**src/common/psthd_pkg.sv**
```systemverilog
// Purpose: constants for the pulse stop and homing direction block
// Assumes: 100 MHz clock, four pulse channels
// Notes: pulse period and position width are plain defaults

package psthd_pkg;

	// ----------------------------------------------------------------
	// channel structure
	// ----------------------------------------------------------------
	localparam int PSTHD_NCH = 4;
	localparam int PSTHD_POS_W = 32;
	localparam logic [31:0] PSTHD_POS_RESET = 32'h0000_0000;

	// ----------------------------------------------------------------
	// pulse timing (cycles of the 100 MHz clock)
	// ----------------------------------------------------------------
	localparam int PSTHD_CLK_MHZ = 100;
	localparam int PSTHD_HALF_NS = 500;
	localparam int PSTHD_HALF_CYC = (PSTHD_HALF_NS * PSTHD_CLK_MHZ) / 1000;
	localparam int PSTHD_CNT_W = 16;
	localparam int PSTHD_RAMP_STEP = 8;
	localparam int PSTHD_RAMP_MAX = 64;

	// ----------------------------------------------------------------
	// operation kinds and channel states
	// ----------------------------------------------------------------
	typedef enum logic [1:0] {
		PSTHD_OP_POSITION,
		PSTHD_OP_VARSPEED,
		PSTHD_OP_DOG_HOME,
		PSTHD_OP_PLAIN_HOME
	} psthd_op_t;

	typedef enum logic [2:0] {
		PSTHD_IDLE,
		PSTHD_RUN,
		PSTHD_DECEL,
		PSTHD_HALTED,
		PSTHD_DONE
	} psthd_state_t;

endpackage : psthd_pkg

```
**src/design/psthd_channel.sv**
```systemverilog
// Purpose: one pulse channel with stop, ramp and homing direction
// Assumes: inputs already synchronised by the top
// Notes: ramp is a stretch of the half period, not a profile

`timescale 1ns/1ps

module psthd_channel (
	input wire logic clock, // system clock
	input wire logic reset_n, // async reset, active low
	input wire logic present, // channel fitted
	input wire logic opActive, // operation command level
	input wire psthd_pkg::psthd_op_t opKind, // operation kind
	input wire logic immediateStop, // immediate stop bit
	input wire logic homeForwardSel, // dog homing forward select
	input wire logic rampEnable, // variable speed ramp enable
	input wire logic fwdLimit, // forward limit bit
	input wire logic revLimit, // reverse limit bit
	input wire logic limitsFitted, // limit inputs provided
	output logic pulseOut, // pulse train
	output logic dirOut, // direction, high = forward
	output logic busy, // pulses being emitted
	output logic doneFlag, // one-cycle completion pulse
	output logic abnormalFlag, // one-cycle abnormal end pulse
	output logic [psthd_pkg::PSTHD_POS_W-1:0] position // current position
);
	import psthd_pkg::*;

	psthd_state_t state_q, state_d;
	logic [PSTHD_CNT_W-1:0] cnt_q;
	logic [PSTHD_CNT_W-1:0] stretch_q;
	logic lastActive_q;
	logic dir_q;

	wire startEdge = opActive && !lastActive_q && present;
	wire dogBlocked = (opKind == PSTHD_OP_DOG_HOME) && !limitsFitted;
	wire ramped = (opKind != PSTHD_OP_VARSPEED) || rampEnable;
	wire limitHit = limitsFitted && (dir_q ? fwdLimit : revLimit);
	wire stopReq = !opActive || limitHit;
	wire halfDone = (cnt_q == '0);
	wire [PSTHD_CNT_W-1:0] reload = (PSTHD_CNT_W)'(PSTHD_HALF_CYC) + stretch_q;
	// dog homing keeps its start direction; plain homing always reverse
	wire startDir = (opKind == PSTHD_OP_DOG_HOME) ? homeForwardSel :
		(opKind == PSTHD_OP_PLAIN_HOME) ? 1'b0 : 1'b1;

	// ----------------------------------------------------------------
	// next state
	// ----------------------------------------------------------------
	always_comb begin
		state_d = state_q;
		unique case (state_q)
			PSTHD_IDLE: begin
				if (startEdge && !immediateStop && !dogBlocked) begin
					state_d = PSTHD_RUN;
				end
			end
			PSTHD_RUN: begin
				if (immediateStop) begin
					state_d = PSTHD_HALTED;
				end else if (stopReq) begin
					state_d = ramped ? PSTHD_DECEL : PSTHD_IDLE;
				end
			end
			PSTHD_DECEL: begin
				if (immediateStop) begin
					state_d = PSTHD_HALTED;
				end else if (stretch_q >= (PSTHD_CNT_W)'(PSTHD_RAMP_MAX)) begin
					state_d = PSTHD_DONE;
				end
			end
			// resume needs stop clear, then op off, then op on again
			PSTHD_HALTED: begin
				if (!immediateStop && !opActive) begin
					state_d = PSTHD_IDLE;
				end
			end
			PSTHD_DONE: begin
				if (!opActive) begin
					state_d = PSTHD_IDLE;
				end
			end
			default: state_d = PSTHD_IDLE;
		endcase
	end

	// ----------------------------------------------------------------
	// registers
	// ----------------------------------------------------------------
	always_ff @(posedge clock or negedge reset_n) begin
		if (!reset_n) begin
			state_q <= PSTHD_IDLE;
			lastActive_q <= 1'b0;
		end else begin
			state_q <= present ? state_d : PSTHD_IDLE;
			lastActive_q <= opActive;
		end
	end

	always_ff @(posedge clock or negedge reset_n) begin
		if (!reset_n) begin
			cnt_q <= '0;
			stretch_q <= '0;
			pulseOut <= 1'b0;
			dir_q <= 1'b0;
		end else if (state_q == PSTHD_IDLE) begin
			cnt_q <= (PSTHD_CNT_W)'(PSTHD_HALF_CYC);
			stretch_q <= '0;
			pulseOut <= 1'b0;
			if (startEdge) begin
				dir_q <= startDir;
			end
		end else if (state_d == PSTHD_RUN || state_d == PSTHD_DECEL) begin
			cnt_q <= halfDone ? reload : cnt_q - 1'b1;
			if (halfDone) begin
				pulseOut <= !pulseOut;
				if (state_q == PSTHD_DECEL && pulseOut) begin
					stretch_q <= stretch_q + (PSTHD_CNT_W)'(PSTHD_RAMP_STEP);
				end
			end
		end else begin
			pulseOut <= 1'b0;
		end
	end

	always_ff @(posedge clock or negedge reset_n) begin
		if (!reset_n) begin
			position <= PSTHD_POS_RESET;
			busy <= 1'b0;
			dirOut <= 1'b0;
			doneFlag <= 1'b0;
			abnormalFlag <= 1'b0;
		end else begin
			busy <= (state_d == PSTHD_RUN) || (state_d == PSTHD_DECEL);
			dirOut <= dir_q;
			doneFlag <= (state_q == PSTHD_DECEL && state_d == PSTHD_DONE) ||
				(state_q == PSTHD_RUN && state_d == PSTHD_IDLE);
			abnormalFlag <= (state_d == PSTHD_HALTED &&
				state_q != PSTHD_HALTED) ||
				(state_q == PSTHD_IDLE && startEdge && dogBlocked);
			// count on the rising edge of each output pulse
			if (halfDone && !pulseOut &&
				(state_d == PSTHD_RUN || state_d == PSTHD_DECEL)) begin
				position <= dir_q ? position + 1'b1 : position - 1'b1;
			end
		end
	end

endmodule : psthd_channel

```
**src/design/psthd_top.sv**
```systemverilog
// Purpose: four channel pulse output with immediate stop and homing
// Assumes: command bits come from controller pins, synchronised here
// Notes: no register bus; every control bit is a plain port
//
// Contract
// - immediate stop halts pulses at once with no ramp
// - resume needs stop cleared, operation off, then on again
// - each channel has its own stop bit affecting only itself
// - channel three works only when its adapters are fitted
// - variable speed without ramp stops at once on off or limit
// - dog homing goes forward when select set, reverse otherwise
// - dog homing keeps the direction chosen at start
// - plain homing moves reverse and counts position down
// - without limit inputs pulses continue until operation is off
// - dog homing unavailable without limit inputs
// - ramped operations decelerate then stop on a limit
// - ramp enable clear gives variable speed without ramps

`timescale 1ns/1ps

module psthd_top (
	input wire logic clock, // 100 MHz system clock
	input wire logic reset_n, // async reset, active low
	input wire logic [3:0] opActive, // per channel operation command
	input wire logic [7:0] opKind, // two bits per channel
	input wire logic ch0_immediate_stop, // channel 0 stop
	input wire logic ch1_immediate_stop, // channel 1 stop
	input wire logic ch2_immediate_stop, // channel 2 stop
	input wire logic ch3_immediate_stop, // channel 3 stop
	input wire logic ch0_home_forward_sel, // channel 0 homing direction
	input wire logic ch1_home_forward_sel, // channel 1 homing direction
	input wire logic ch2_home_forward_sel, // channel 2 homing direction
	input wire logic ch3_home_forward_sel, // channel 3 homing direction
	input wire logic varspeed_ramp_enable, // ramp on for variable speed
	input wire logic [3:0] fwd_limit_input, // forward limit bits
	input wire logic [3:0] rev_limit_input, // reverse limit bits
	input wire logic limitsFitted, // limit inputs are provided
	input wire logic twoAdaptersFitted, // enables channel three
	output logic pulse_channel_0, // channel 0 pulses
	output logic pulse_channel_1, // channel 1 pulses
	output logic pulse_channel_2, // channel 2 pulses
	output logic pulse_channel_3, // channel 3 pulses
	output logic [3:0] directionOut, // direction, high = forward
	output logic [3:0] pulseActive, // channel busy monitors
	output logic [3:0] op_done_flag, // completion pulses
	output logic [3:0] op_abnormal_end_flag, // abnormal end pulses
	output logic [127:0] positionAll // four 32 bit positions
);
	import psthd_pkg::*;

	localparam int NIN = 4 + 8 + 4 + 4 + 1 + 4 + 4 + 2;

	// ----------------------------------------------------------------
	// input synchronisers
	// ----------------------------------------------------------------
	wire [NIN-1:0] rawIn = {opActive, opKind,
		ch3_immediate_stop, ch2_immediate_stop,
		ch1_immediate_stop, ch0_immediate_stop,
		ch3_home_forward_sel, ch2_home_forward_sel,
		ch1_home_forward_sel, ch0_home_forward_sel,
		varspeed_ramp_enable, fwd_limit_input, rev_limit_input,
		limitsFitted, twoAdaptersFitted};
	logic [NIN-1:0] meta_q, sync_q;

	always_ff @(posedge clock or negedge reset_n) begin
		if (!reset_n) begin
			meta_q <= '0;
			sync_q <= '0;
		end else begin
			meta_q <= rawIn;
			sync_q <= meta_q;
		end
	end

	wire [3:0] sOp = sync_q[30:27];
	wire [7:0] sKind = sync_q[26:19];
	wire [3:0] sStop = sync_q[18:15];
	wire [3:0] sHomeFwd = sync_q[14:11];
	wire sRamp = sync_q[10];
	wire [3:0] sFwd = sync_q[9:6];
	wire [3:0] sRev = sync_q[5:2];
	wire sLimFit = sync_q[1];
	wire [3:0] present = {sync_q[0], 3'b111};

	wire [3:0] pulseW, dirW, busyW, doneW, abnW;
	wire [127:0] posW;

	// ----------------------------------------------------------------
	// channels
	// ----------------------------------------------------------------
	genvar g;
	generate
		for (g = 0; g < PSTHD_NCH; g++) begin : gCh
			psthd_channel uCh (
				.clock(clock),
				.reset_n(reset_n),
				.present(present[g]),
				.opActive(sOp[g]),
				.opKind(psthd_op_t'(sKind[2*g +: 2])),
				.immediateStop(sStop[g]),
				.homeForwardSel(sHomeFwd[g]),
				.rampEnable(sRamp),
				.fwdLimit(sFwd[g]),
				.revLimit(sRev[g]),
				.limitsFitted(sLimFit),
				.pulseOut(pulseW[g]),
				.dirOut(dirW[g]),
				.busy(busyW[g]),
				.doneFlag(doneW[g]),
				.abnormalFlag(abnW[g]),
				.position(posW[32*g +: 32])
			);
		end
	endgenerate

	// ----------------------------------------------------------------
	// output registers
	// ----------------------------------------------------------------
	always_ff @(posedge clock or negedge reset_n) begin
		if (!reset_n) begin
			pulse_channel_0 <= 1'b0;
			pulse_channel_1 <= 1'b0;
			pulse_channel_2 <= 1'b0;
			pulse_channel_3 <= 1'b0;
			directionOut <= '0;
			pulseActive <= '0;
			op_done_flag <= '0;
			op_abnormal_end_flag <= '0;
			positionAll <= '0;
		end else begin
			pulse_channel_0 <= pulseW[0];
			pulse_channel_1 <= pulseW[1];
			pulse_channel_2 <= pulseW[2];
			pulse_channel_3 <= pulseW[3];
			directionOut <= dirW;
			pulseActive <= busyW;
			op_done_flag <= doneW;
			op_abnormal_end_flag <= abnW;
			positionAll <= posW;
		end
	end

endmodule : psthd_top

```
**config.mk**
```make
export PLATFORM = sky130hd
export DESIGN_NAME = psthd_top
export DESIGN_NICKNAME = d
export VERILOG_FILES = /design/src/common/psthd_pkg.sv /design/src/design/psthd_channel.sv /design/src/design/psthd_top.sv
export SDC_FILE = /design/constraint.sdc
export NUM_CORES = 1
export LEC_CHECK = 0
export BUFFER_PORTS_ARGS = -buffer_cell sky130_fd_sc_hd__buf_2
export CAP_MARGIN = 20
export CORE_ASPECT_RATIO = 0.5
export CORE_UTILIZATION = 46
export CTS_CLUSTER_DIAMETER = 50
export CTS_CLUSTER_SIZE = 24
export DETAILED_ROUTE_END_ITERATION = 8
export PLACE_DENSITY = 0.75
export SYNTH_ARGS = -nofsm -noshare
export SYNTH_HDL_FRONTEND = slang
export SYNTH_SLANG_ARGS = --single-unit
```
**constraint.sdc**
```tcl
create_clock -name clock -period 5.2 [get_ports clock]
set_input_delay 1.3 -clock clock [delete_from_list [all_inputs] [get_ports clock]]
set_output_delay 1.3 -clock clock [all_outputs]
set_load 0.05 [all_outputs]
```
==> impl_metrics.toml, run 1 <==
[floorplan]
die_w_um = 327
initial_utilization = 0.467
die_area_mm2 = 0.0538
core_mm2 = 0.0520
row_count = 59
num_io_pins = 181
die_y_um = 165

[power_and_ir_drop]
peakVddDrop_mv = 0.345
p_sw_uw = 4510
combinationalPowerShare = 0.359
swShare = 0.389
total_leakage_power_uw = 0.0135
power.density_mw_per_mm2 = 426
clockPowerShare = 0.248
p_int_uw = 7100
seqPwrFrac = 0.394
p_total_uw = 11600

[route]
drc = 0
drt-pass1-iter-count = 8
wl_mm = 50.6
detail_route.wl_per_cell_um = 15.3
vias = 18100
first_iter_violations = 1120
routed_via_density = 5.45
ant_nets = 0

[logic_synthesis]
yosys_register_bits = 494
synth_most_common_cell = "dfrtp_1"
netlist.area_leader.share = 0.508
yosysTopAreaCell = "dfrtp_1"
ys_warn_count = 0
synthFlopType = "dfrtp_1"
async_reset_ff_frac = 1.00
netlist_area_mm2 = 0.0243
netlist_instances = 2421
ys_seq_area_frac = 0.508
synth_area_leaders = "dfrtp_1 (51%), ha_1 (7.0%), o21ai_0 (4.4%)"
synth_edf_count = 0
avgSynthCellArea_um2 = 10.0
synthDistinctLibCells = 78
synth_fp_nets = 2594
yosys-top-cells-count = "dfrtp_1 (494), nand2_1 (274), o21ai_0 (216)"

[timing]
setup_ws_ns = 1.10
worst_pin_slew_ns = 1.02
hold_violations = 0
rsz0062_at_grt = "false"
slew_headroom = 0.320
fin_skew_ns = 0.0371
fmax_ghz = 0.244
setup_violations = 0
fin_crit_sh = 0.788
setup_tns_ns = 0
slew_violations = 0
min_period_ns = 4.10
hold-worst-slack_ns = 0.340

[clock_tree]
cts_root_buffer = "clkbuf_16"
cts_setup_buffers = 0
cts_tree = "done"
numCtsBuffers = 35
clock_latency_ns = 0.55
hold_buffers = 0
h-tree-depth = 2
clkTransAtPathRegs_ns = 0.09
cts.path.max_buffers = 3
cts_sinks = 494
post_cts_resized = 0

[finish]
area_growth_pct = 12.0
post-route-cell-area_mm2 = 0.0272
nets = 2763
layout-drive-gt1-share = 0.120

[grt]
grt_overflow = 0
grt_pass1_vias = 17400
grt_pass1_wl_mm = 84.6
grt_max_degree = 101
antenna_found_initial = 1
grt_usage = 0.188

[place]
gp_congestion = 0.873
dp_slack_ns = 1.16
placed_area_mm2 = 0.0261
hpwl_mm = 35.6
io_buffer_count = 180

[status]
status = "finished clean"

[worst_setup_path]
cp_max_fo = 26
end_kind = "register"
arrival_ns = 4.50
startpoint_type = "register"
crit_type = "register to register"
required_ns = 5.60

[run]
drv_cap = 0

[min_path]
holdCritPathClass = "register to register"
-- worst max-delay path, cell delays in order, from the launching register on --
cell	delay, ns
dfrtp_1	0.45
inv_1	0.71
ha_1	0.36
a21oi_1	0.09
nor2b_1	0.18
o211ai_1	0.20
a211oi_1	0.37
o21bai_1	0.14
a21boi_0	0.36
o31ai_1	0.16
a2111oi_0	0.67
o21a_1	0.19
o31ai_1	0.07
-- power groups by stage --
stage	clock (uW)	sequential, uW	combinational [uW]
final	2870	4570	4170
after global routing	3120	4630	4620
after CTS	2960	4580	4170
after detailed placement	0	4650	4150
after global placement	0	4640	4040
after floorplan	0	4990	2790
-- per-layer routing --
metal | vias to the layer above | global-route usage | wire length [um]
met1 | 8681 | 0.239 | 22300
met2 | 328 | 0.332 | 24900
met3 | 92 | 0.0262 | 1780
met4 | 0 | 0.0627 | 1600
li1 | 8968 | - | -
met5 | - | 0 | 0
-- sequential cells by signal (all words and copies together) (netlist names) --
name and count:
gCh.uCh.doneFlag 4, positionAll 128, gCh.uCh.dirOut 4, op_abnormal_end_flag 4
gCh.uCh.cnt_q 64, meta_q 31, gCh.uCh.dir_q 4, gCh.uCh.busy 4
gCh.uCh.position 128, pulse_channel_1 1, directionOut 4, pulse_channel_0 1
op_done_flag 4, gCh.uCh.pulseOut 4, pulse_channel_2 1, sync_q 31
gCh.uCh.state_q 12, gCh.uCh.abnormalFlag 4, gCh.uCh.stretch_q 52, gCh.uCh.lastActive_q 4
pulse_channel_3 1, pulseActive 4
-- cell usage in the layout (no fill, tap or decap), types with 16 or more instances in the layout --
| cell type | netlist | layout |
|---|---|---|
| a211oi_1 | 29 | 29 |
| a21o_1 | 74 | 74 |
| a21oi_1 | 179 | 179 |
| a31oi_1 | 19 | 19 |
| and2_1 | 33 | 33 |
| and3_1 | 18 | 18 |
| buf_2 | 4 | 179 |
| buf_4 | 0 | 25 |
| clkbuf_16 | 0 | 35 |
| dfrtp_1 | 494 | 494 |
| ha_1 | 136 | 136 |
| inv_1 | 69 | 69 |
| nand2_1 | 274 | 274 |
| nand2b_1 | 21 | 21 |
| nand3_1 | 50 | 50 |
| nor2_1 | 159 | 159 |
| nor2b_1 | 24 | 24 |
| nor3_1 | 66 | 66 |
| nor4_1 | 24 | 24 |
| o21a_1 | 22 | 22 |
| o21ai_0 | 216 | 216 |
| o21ai_1 | 26 | 26 |
| o21bai_1 | 16 | 16 |
| or3_1 | 18 | 16 |
| xnor2_1 | 90 | 90 |
| xor2_1 | 72 | 72 |
-- worst paths after layout --
kind / from / to / slack, ns / cells past startpoint
max: gCh[1].uCh.dir_q / gCh[1].uCh.position[21] / 1.10 / 12
min: meta_q[15] / sync_q[15] / 0.34 / 0
max reg2reg: gCh[1].uCh.dir_q / gCh[1].uCh.position[21] / 1.10 / 12
min reg2reg: meta_q[15] / sync_q[15] / 0.34 / 0
max in group asynchronous: reset_n / gCh[0].uCh.position[19] / 3.24 / 2
min in group asynchronous: reset_n / positionAll[75] / 0.77 / 1
-- logic make-up (layout without fill, tap and decap cells) --
logic type / after synthesis / after routing / share of synthesized area
simple gates: 756 / 756 / 0.148
compound gates: 706 / 706 / 0.180
flops: 494 / 494 / 0.508
xor+xnor: 163 / 163 / 0.0590
buf+inv: 146 / 337 / 0.0237
fa+ha+maj: 140 / 140 / 0.0733
mux: 16 / 16 / 0.00787
other cells: 0 / 1 / 0
-- through the flow --
stage,utilization,instances
finish,0.523,3314
detailed placement,0.501,3254
global route,0.523,3314
floorplan,-,2421
CTS,0.523,3313
global placement,0.501,3254
-- cell type report --
class                           instances  area [um2]
Clock buffer                           36         880
Clock inverter                         23         297
Multi-Input combinational cell       1781       11400
Timing Repair Buffer                  209        1180
Antenna cell                            1        2.50
Tap cell                              701         877
Fill cell                            4577       24800
Sequential cell                       494       12400
Inverter                               69         259
(Power assumes the default switching activity.)
==> run 2: changes to the inputs <==
Clock period 5.2 ns to 4.1 ns, I/O delays scaled along.
==> impl_metrics.toml, run 2 (synthesis results as in run 1) <==
[min_path]
worstHoldStart = "meta_q[23]"
holdCritPathClass = "register to register"

[worst_setup_path]
startpoint_type = "register"
crit_buf_inv = 1
cpMostUsedCell = "o31ai_1"
crit_family = "compound AO/OA/AOI/OAI gates"
critPathMaxStageDelay_ns = 0.63
cp_max_fo = 22
end_kind = "register"
arrival_ns = 4.16
cp-endpoint = "gCh[2].uCh.position[28]"
rrSetupSlack_ns = 0.35
crit_slowest_cell = "inv_1"
timing.rr.start = "gCh[2].uCh.dir_q"
worstRegToRegCells = 12
crit_start = "gCh[2].uCh.dir_q"
crit_cells = 12
r2r-end = "gCh[2].uCh.position[28]"
crit_type = "register to register"
crit_chain = "inv_1 -> ha_1 -> a21o_1 -> a21oi_1 -> o31ai_1 -> a32oi_1 -> a311oi_1 -> o31ai_1 -> nand2b_1 -> a221o_1 -> xnor2_1 -> o21ai_0"
required_ns = 4.51

[route]
drc = 0
ant_nets = 0
detail_route.wl_per_cell_um = 15.3
vias = 18000
wl_met1_mm = 22.7
wl_met3_mm = 1.51
routed_via_density = 5.43
first_iter_violations = 1322
wl_mm = 50.8
wl_met2_mm = 25.3
routed.top_layer = "met4"
drt-pass1-iter-count = 5

[run]
drv_cap = 0

[floorplan]
num_io_pins = 181
die_w_um = 327
initial_utilization = 0.467
row_count = 59
die_area_mm2 = 0.0538
die_y_um = 165
core_mm2 = 0.0520

[finish]
final_common_cell = "dfrtp_1"
instances_no_fill = 3324
seqCellArea_mm2 = 0.0124
area_growth_pct = 12.2
final_cell_mix = "dfrtp_1 (494), nand2_1 (274), o21ai_0 (216)"
reg_top3 = "gCh.uCh.position: 128 flops, positionAll: 128 flops, gCh.uCh.cnt_q: 64 flops"
nets = 2771
multiInputGateArea_mm2 = 0.0114
nFillCells = 4605
layout-drive-gt1-share = 0.123

[place]
place_inst = 3262
io_buffer_count = 180
hpwl_mm = 35.9
gp_congestion = 0.899

[power_and_ir_drop]
seqPwrFrac = 0.393
combinationalPowerShare = 0.365
p_int_uw = 8980
power.density_mw_per_mm2 = 540
total_leakage_power_uw = 0.0135
swShare = 0.390
peakVddDrop_mv = 0.345
p_total_uw = 14700
p_sw_uw = 5740
clockPowerShare = 0.242

[clock_tree]
cts_setup_buffers = 0
cts.path.max_buffers = 3
h-tree-depth = 2
post_cts_resized = 0
clock_latency_ns = 0.55
numCtsBuffers = 35
cts_tree = "done"
hold_buffers = 0
cts_root_buffer = "clkbuf_16"
clkTransAtPathRegs_ns = 0.08
cts_sinks = 494

[timing]
slew_violations = 0
fmax_ghz = 0.267
min_period_ns = 3.75
hold-worst-slack_ns = 0.350
rsz0062_at_grt = "false"
setup_tns_ns = 0
fin_crit_sh = 0.914
slew_headroom = 0.435
hold_violations = 0
worst_pin_slew_ns = 0.846
setup_violations = 0
fin_skew_ns = 0.0394

[grt]
grt_pass1_wl_mm = 85.6
grt_pass1_vias = 17400
grt_overflow = 0
antenna_found_initial = 4
grt_max_degree = 99
grt_usage = 0.190

[status]
status = "finished clean"
==> run 2: cell count changes in the layout (fill, tap and decap cells not counted), sizes merged <==
cell,change
bufinv,-1
buf,+8
clkinvlp,+1
clkinv,+2
inv,-2
diode,+2
==> run 2: layout make-up <==
cell class              count  share of cell area
clock inverters            23             0.00963
flip-flops and latches    494               0.453
multi-input cells        1781               0.417
repair buffers            217              0.0459
diodes                      3            0.000275
clock buffers              36              0.0322
inverters                  69             0.00950
well taps                 701              0.0322
==> run 2: worst min-delay path by stage <==
stage / endpoint / cells after the start / slack, ns
detailed placement: sync_q[22] / 0 / 0.33
global placement: sync_q[21] / 0 / 0.33
CTS: sync_q[24] / 0 / 0.35
floorplan: directionOut[0] / 0 / 0.33
finish: sync_q[23] / 0 / 0.35
global route: op_done_flag[3] / 0 / 0.36
==> run 2: metal layers <==
layer,GRT usage,vias to the layer above
met4,0.0556,0
met5,0,-
met2,0.334,259
met1,0.248,8711
li1,-,8993
met3,0.0243,78
==> run 2: worst register-to-register path, cell delays in order (launching register included) <==
cell and delay [ns]:
dfrtp_1 0.41, inv_1 0.63, ha_1 0.42, a21o_1 0.18, a21oi_1 0.26, o31ai_1 0.15, a32oi_1 0.27, a311oi_1 0.14
o31ai_1 0.41, nand2b_1 0.17, a221o_1 0.36, xnor2_1 0.13, o21ai_0 0.08
==> run 2: power by group through the flow <==
stage,logic [uW],clock network [uW],registers (uW)
after global placement,5190,0,5860
after floorplan,3530,0,6330
after global routing,5960,3860,5850
after detailed placement,5340,0,5870
final,5370,3570,5780
after CTS,5360,3680,5780
==> run 2: stage by stage <==
step,area (um2),setup slack (ns),utilization
global placement,26100,0.408,0.502
CTS,27300,0.330,0.524
detailed placement,26100,0.364,0.502
floorplan,24300,0.178,-
finish,27300,0.353,0.524
global route,27300,0.0254,0.524
==> run 3: changes to the inputs <==
Settings changed: CELL_PAD_IN_SITES_DETAIL_PLACEMENT set to 0, CELL_PAD_IN_SITES_GLOBAL_PLACEMENT set to 2, CORE_UTILIZATION 46 to 39, PLACE_DENSITY 0.75 to 0.9.
==> impl_metrics.toml, run 3 (synthesis results as in run 1) <==
[finish]
reg_top3 = "gCh.uCh.position: 128 flops, positionAll: 128 flops, gCh.uCh.cnt_q: 64 flops"
antenna_cells = 0
final_common_cell = "dfrtp_1"
final_util = 0.452
nets = 2785
area_growth_pct = 14.1
final_cell_mix = "dfrtp_1 (494), nand2_1 (274), o21ai_0 (216)"
layout-drive-gt1-share = 0.129

[worst_setup_path]
end_kind = "register"
cp_max_fo = 12
worstRegToRegCells = 13
crit_chain = "inv_1 -> buf_4 -> ha_1 -> a21oi_1 -> nor2b_1 -> o211ai_1 -> a211oi_1 -> o21bai_1 -> a21boi_0 -> o31ai_1 -> a2111oi_0 -> o21a_1 -> o31ai_1"
crit_family = "compound AO/OA/AOI/OAI gates"
arrival_ns = 4.19
crit_buf_inv = 2
crit_type = "register to register"
rrSetupSlack_ns = 0.33
timing.rr.start = "gCh[1].uCh.dir_q"
critPathMaxStageDelay_ns = 0.57
required_ns = 4.52
r2r-end = "gCh[1].uCh.position[21]"
startpoint_type = "register"
crit_slowest_cell = "a2111oi_0"
cpMostUsedCell = "o31ai_1"

[timing]
rsz0062_at_grt = "false"
setup_violations = 0
hold_violations = 0
slew_violations = 0
worst_pin_slew_ns = 0.989
slew_headroom = 0.341
fin_crit_sh = 0.919
setup_tns_ns = 0
fmax_ghz = 0.266
fin_skew_ns = 0.0219
min_period_ns = 3.77

[status]
status = "finished clean"

[route]
wl_met2_mm = 25.5
routed_via_density = 5.13
drt-pass1-iter-count = 5
wl_met3_mm = 1.63
detail_route.wl_per_cell_um = 15.3
routed.top_layer = "met4"
drc = 0
wl_mm = 53.1
vias = 17800
ant_nets = 0
wl_met1_mm = 25.2
first_iter_violations = 838

[run]
drv_cap = 0

[power_and_ir_drop]
peakVddDrop_mv = 0.353
total_leakage_power_uw = 0.0137
power.density_mw_per_mm2 = 546

[place]
hpwl_mm = 37.6
gp_congestion = 0.810
io_buffer_count = 180

[grt]
grt_overflow = 0
grt_max_degree = 107
grt_pass1_wl_mm = 88.3
grt_pass1_vias = 17300
grt_usage = 0.169
antenna_found_initial = 1

[floorplan]
row_count = 64
core_mm2 = 0.0613
die_area_mm2 = 0.0634
initial_utilization = 0.396
num_io_pins = 181
die_w_um = 355
die_y_um = 179

[min_path]
hold-path-endpoint = "sync_q[17]"
holdCritPathClass = "register to register"
hold_depth = 0
worstHoldStart = "meta_q[17]"

[clock_tree]
h-tree-depth = 2
hold_buffers = 0
clock_latency_ns = 0.57
post_cts_resized = 0
cts_tree = "done"
numCtsBuffers = 38
cts_sinks = 494
cts_setup_buffers = 0
clkTransAtPathRegs_ns = 0.08
cts_root_buffer = "clkbuf_16"
cts.path.max_buffers = 3
## run 3: changes by cell type in the layout (fill, tap and decap cells not counted), moves of 2 or more
cell,before,now
inv_6,3,7
buf_12,5,9
diode_2,3,0
clkbuf_8,0,2
clkbuf_16,35,39
inv_12,2,4
inv_16,0,3
buf_4,32,39
## run 3: final cells by class
class | count | area, um2
Clock buffer | 42 | 1010
Inverter | 69 | 259
Sequential cell | 494 | 12400
Timing Repair Buffer | 228 | 1380
Fill cell | 5871 | 33600
Tap cell | 825 | 1030
Clock inverter | 27 | 323
Multi-Input combinational cell | 1781 | 11400
## run 3: how the worst max path moves through the flow
| stage | start | cells after the start | slack [ns] | end |
|---|---|---|---|---|
| 2_1_floorplan | gCh[0].uCh.dir_q | 13 | 0.18 | gCh[0].uCh.position[24] |
| 4_1_cts | gCh[2].uCh.dir_q | 13 | 0.37 | gCh[2].uCh.position[28] |
| 3_3_place_gp | gCh[2].uCh.dir_q | 13 | 0.42 | gCh[2].uCh.position[28] |
| 6_report | gCh[1].uCh.dir_q | 13 | 0.33 | gCh[1].uCh.position[21] |
| 5_1_grt | gCh[1].uCh.dir_q | 13 | 0.02 | gCh[1].uCh.position[21] |
| 3_5_place_dp | gCh[2].uCh.dir_q | 12 | 0.37 | gCh[2].uCh.position[31] |
## run 3: worst reg2reg max path, cell delays in order (launching register included)
cell       delay (ns)
dfrtp_1          0.47
inv_1            0.19
buf_4            0.23
ha_1             0.38
a21oi_1          0.09
nor2b_1          0.17
o211ai_1         0.20
a211oi_1         0.40
o21bai_1         0.15
a21boi_0         0.34
o31ai_1          0.18
a2111oi_0        0.57
o21a_1           0.19
o31ai_1          0.07
## run 3: per-layer routing
layer  vias to the layer above  global-route usage
met5                         -                   0
met4                         0              0.0330
met3                        62              0.0271
met2                       187               0.289
met1                      8496               0.226
li1                       9032                   -
## run 3: report_power, final
part / internal (uW) / switching (uW)
clock network: 1930 / 2060
registers: 5380 / 399
logic: 1880 / 3490
## run 3: per-stage QoR
stage | hold slack, ns | instances | power, uW | cell area (um2) | setup slack, ns
finish | 0.349 | 3466 | 15100 | 27700 | 0.334
global route | 0.354 | 3466 | 16200 | 27700 | 0.0191
CTS | 0.352 | 3466 | 15400 | 27700 | 0.367
detailed placement | 0.335 | 3397 | 11300 | 26400 | 0.372
global placement | 0.332 | 3397 | 11200 | 26400 | 0.424
floorplan | 0.331 | 2421 | 9860 | 24300 | 0.178
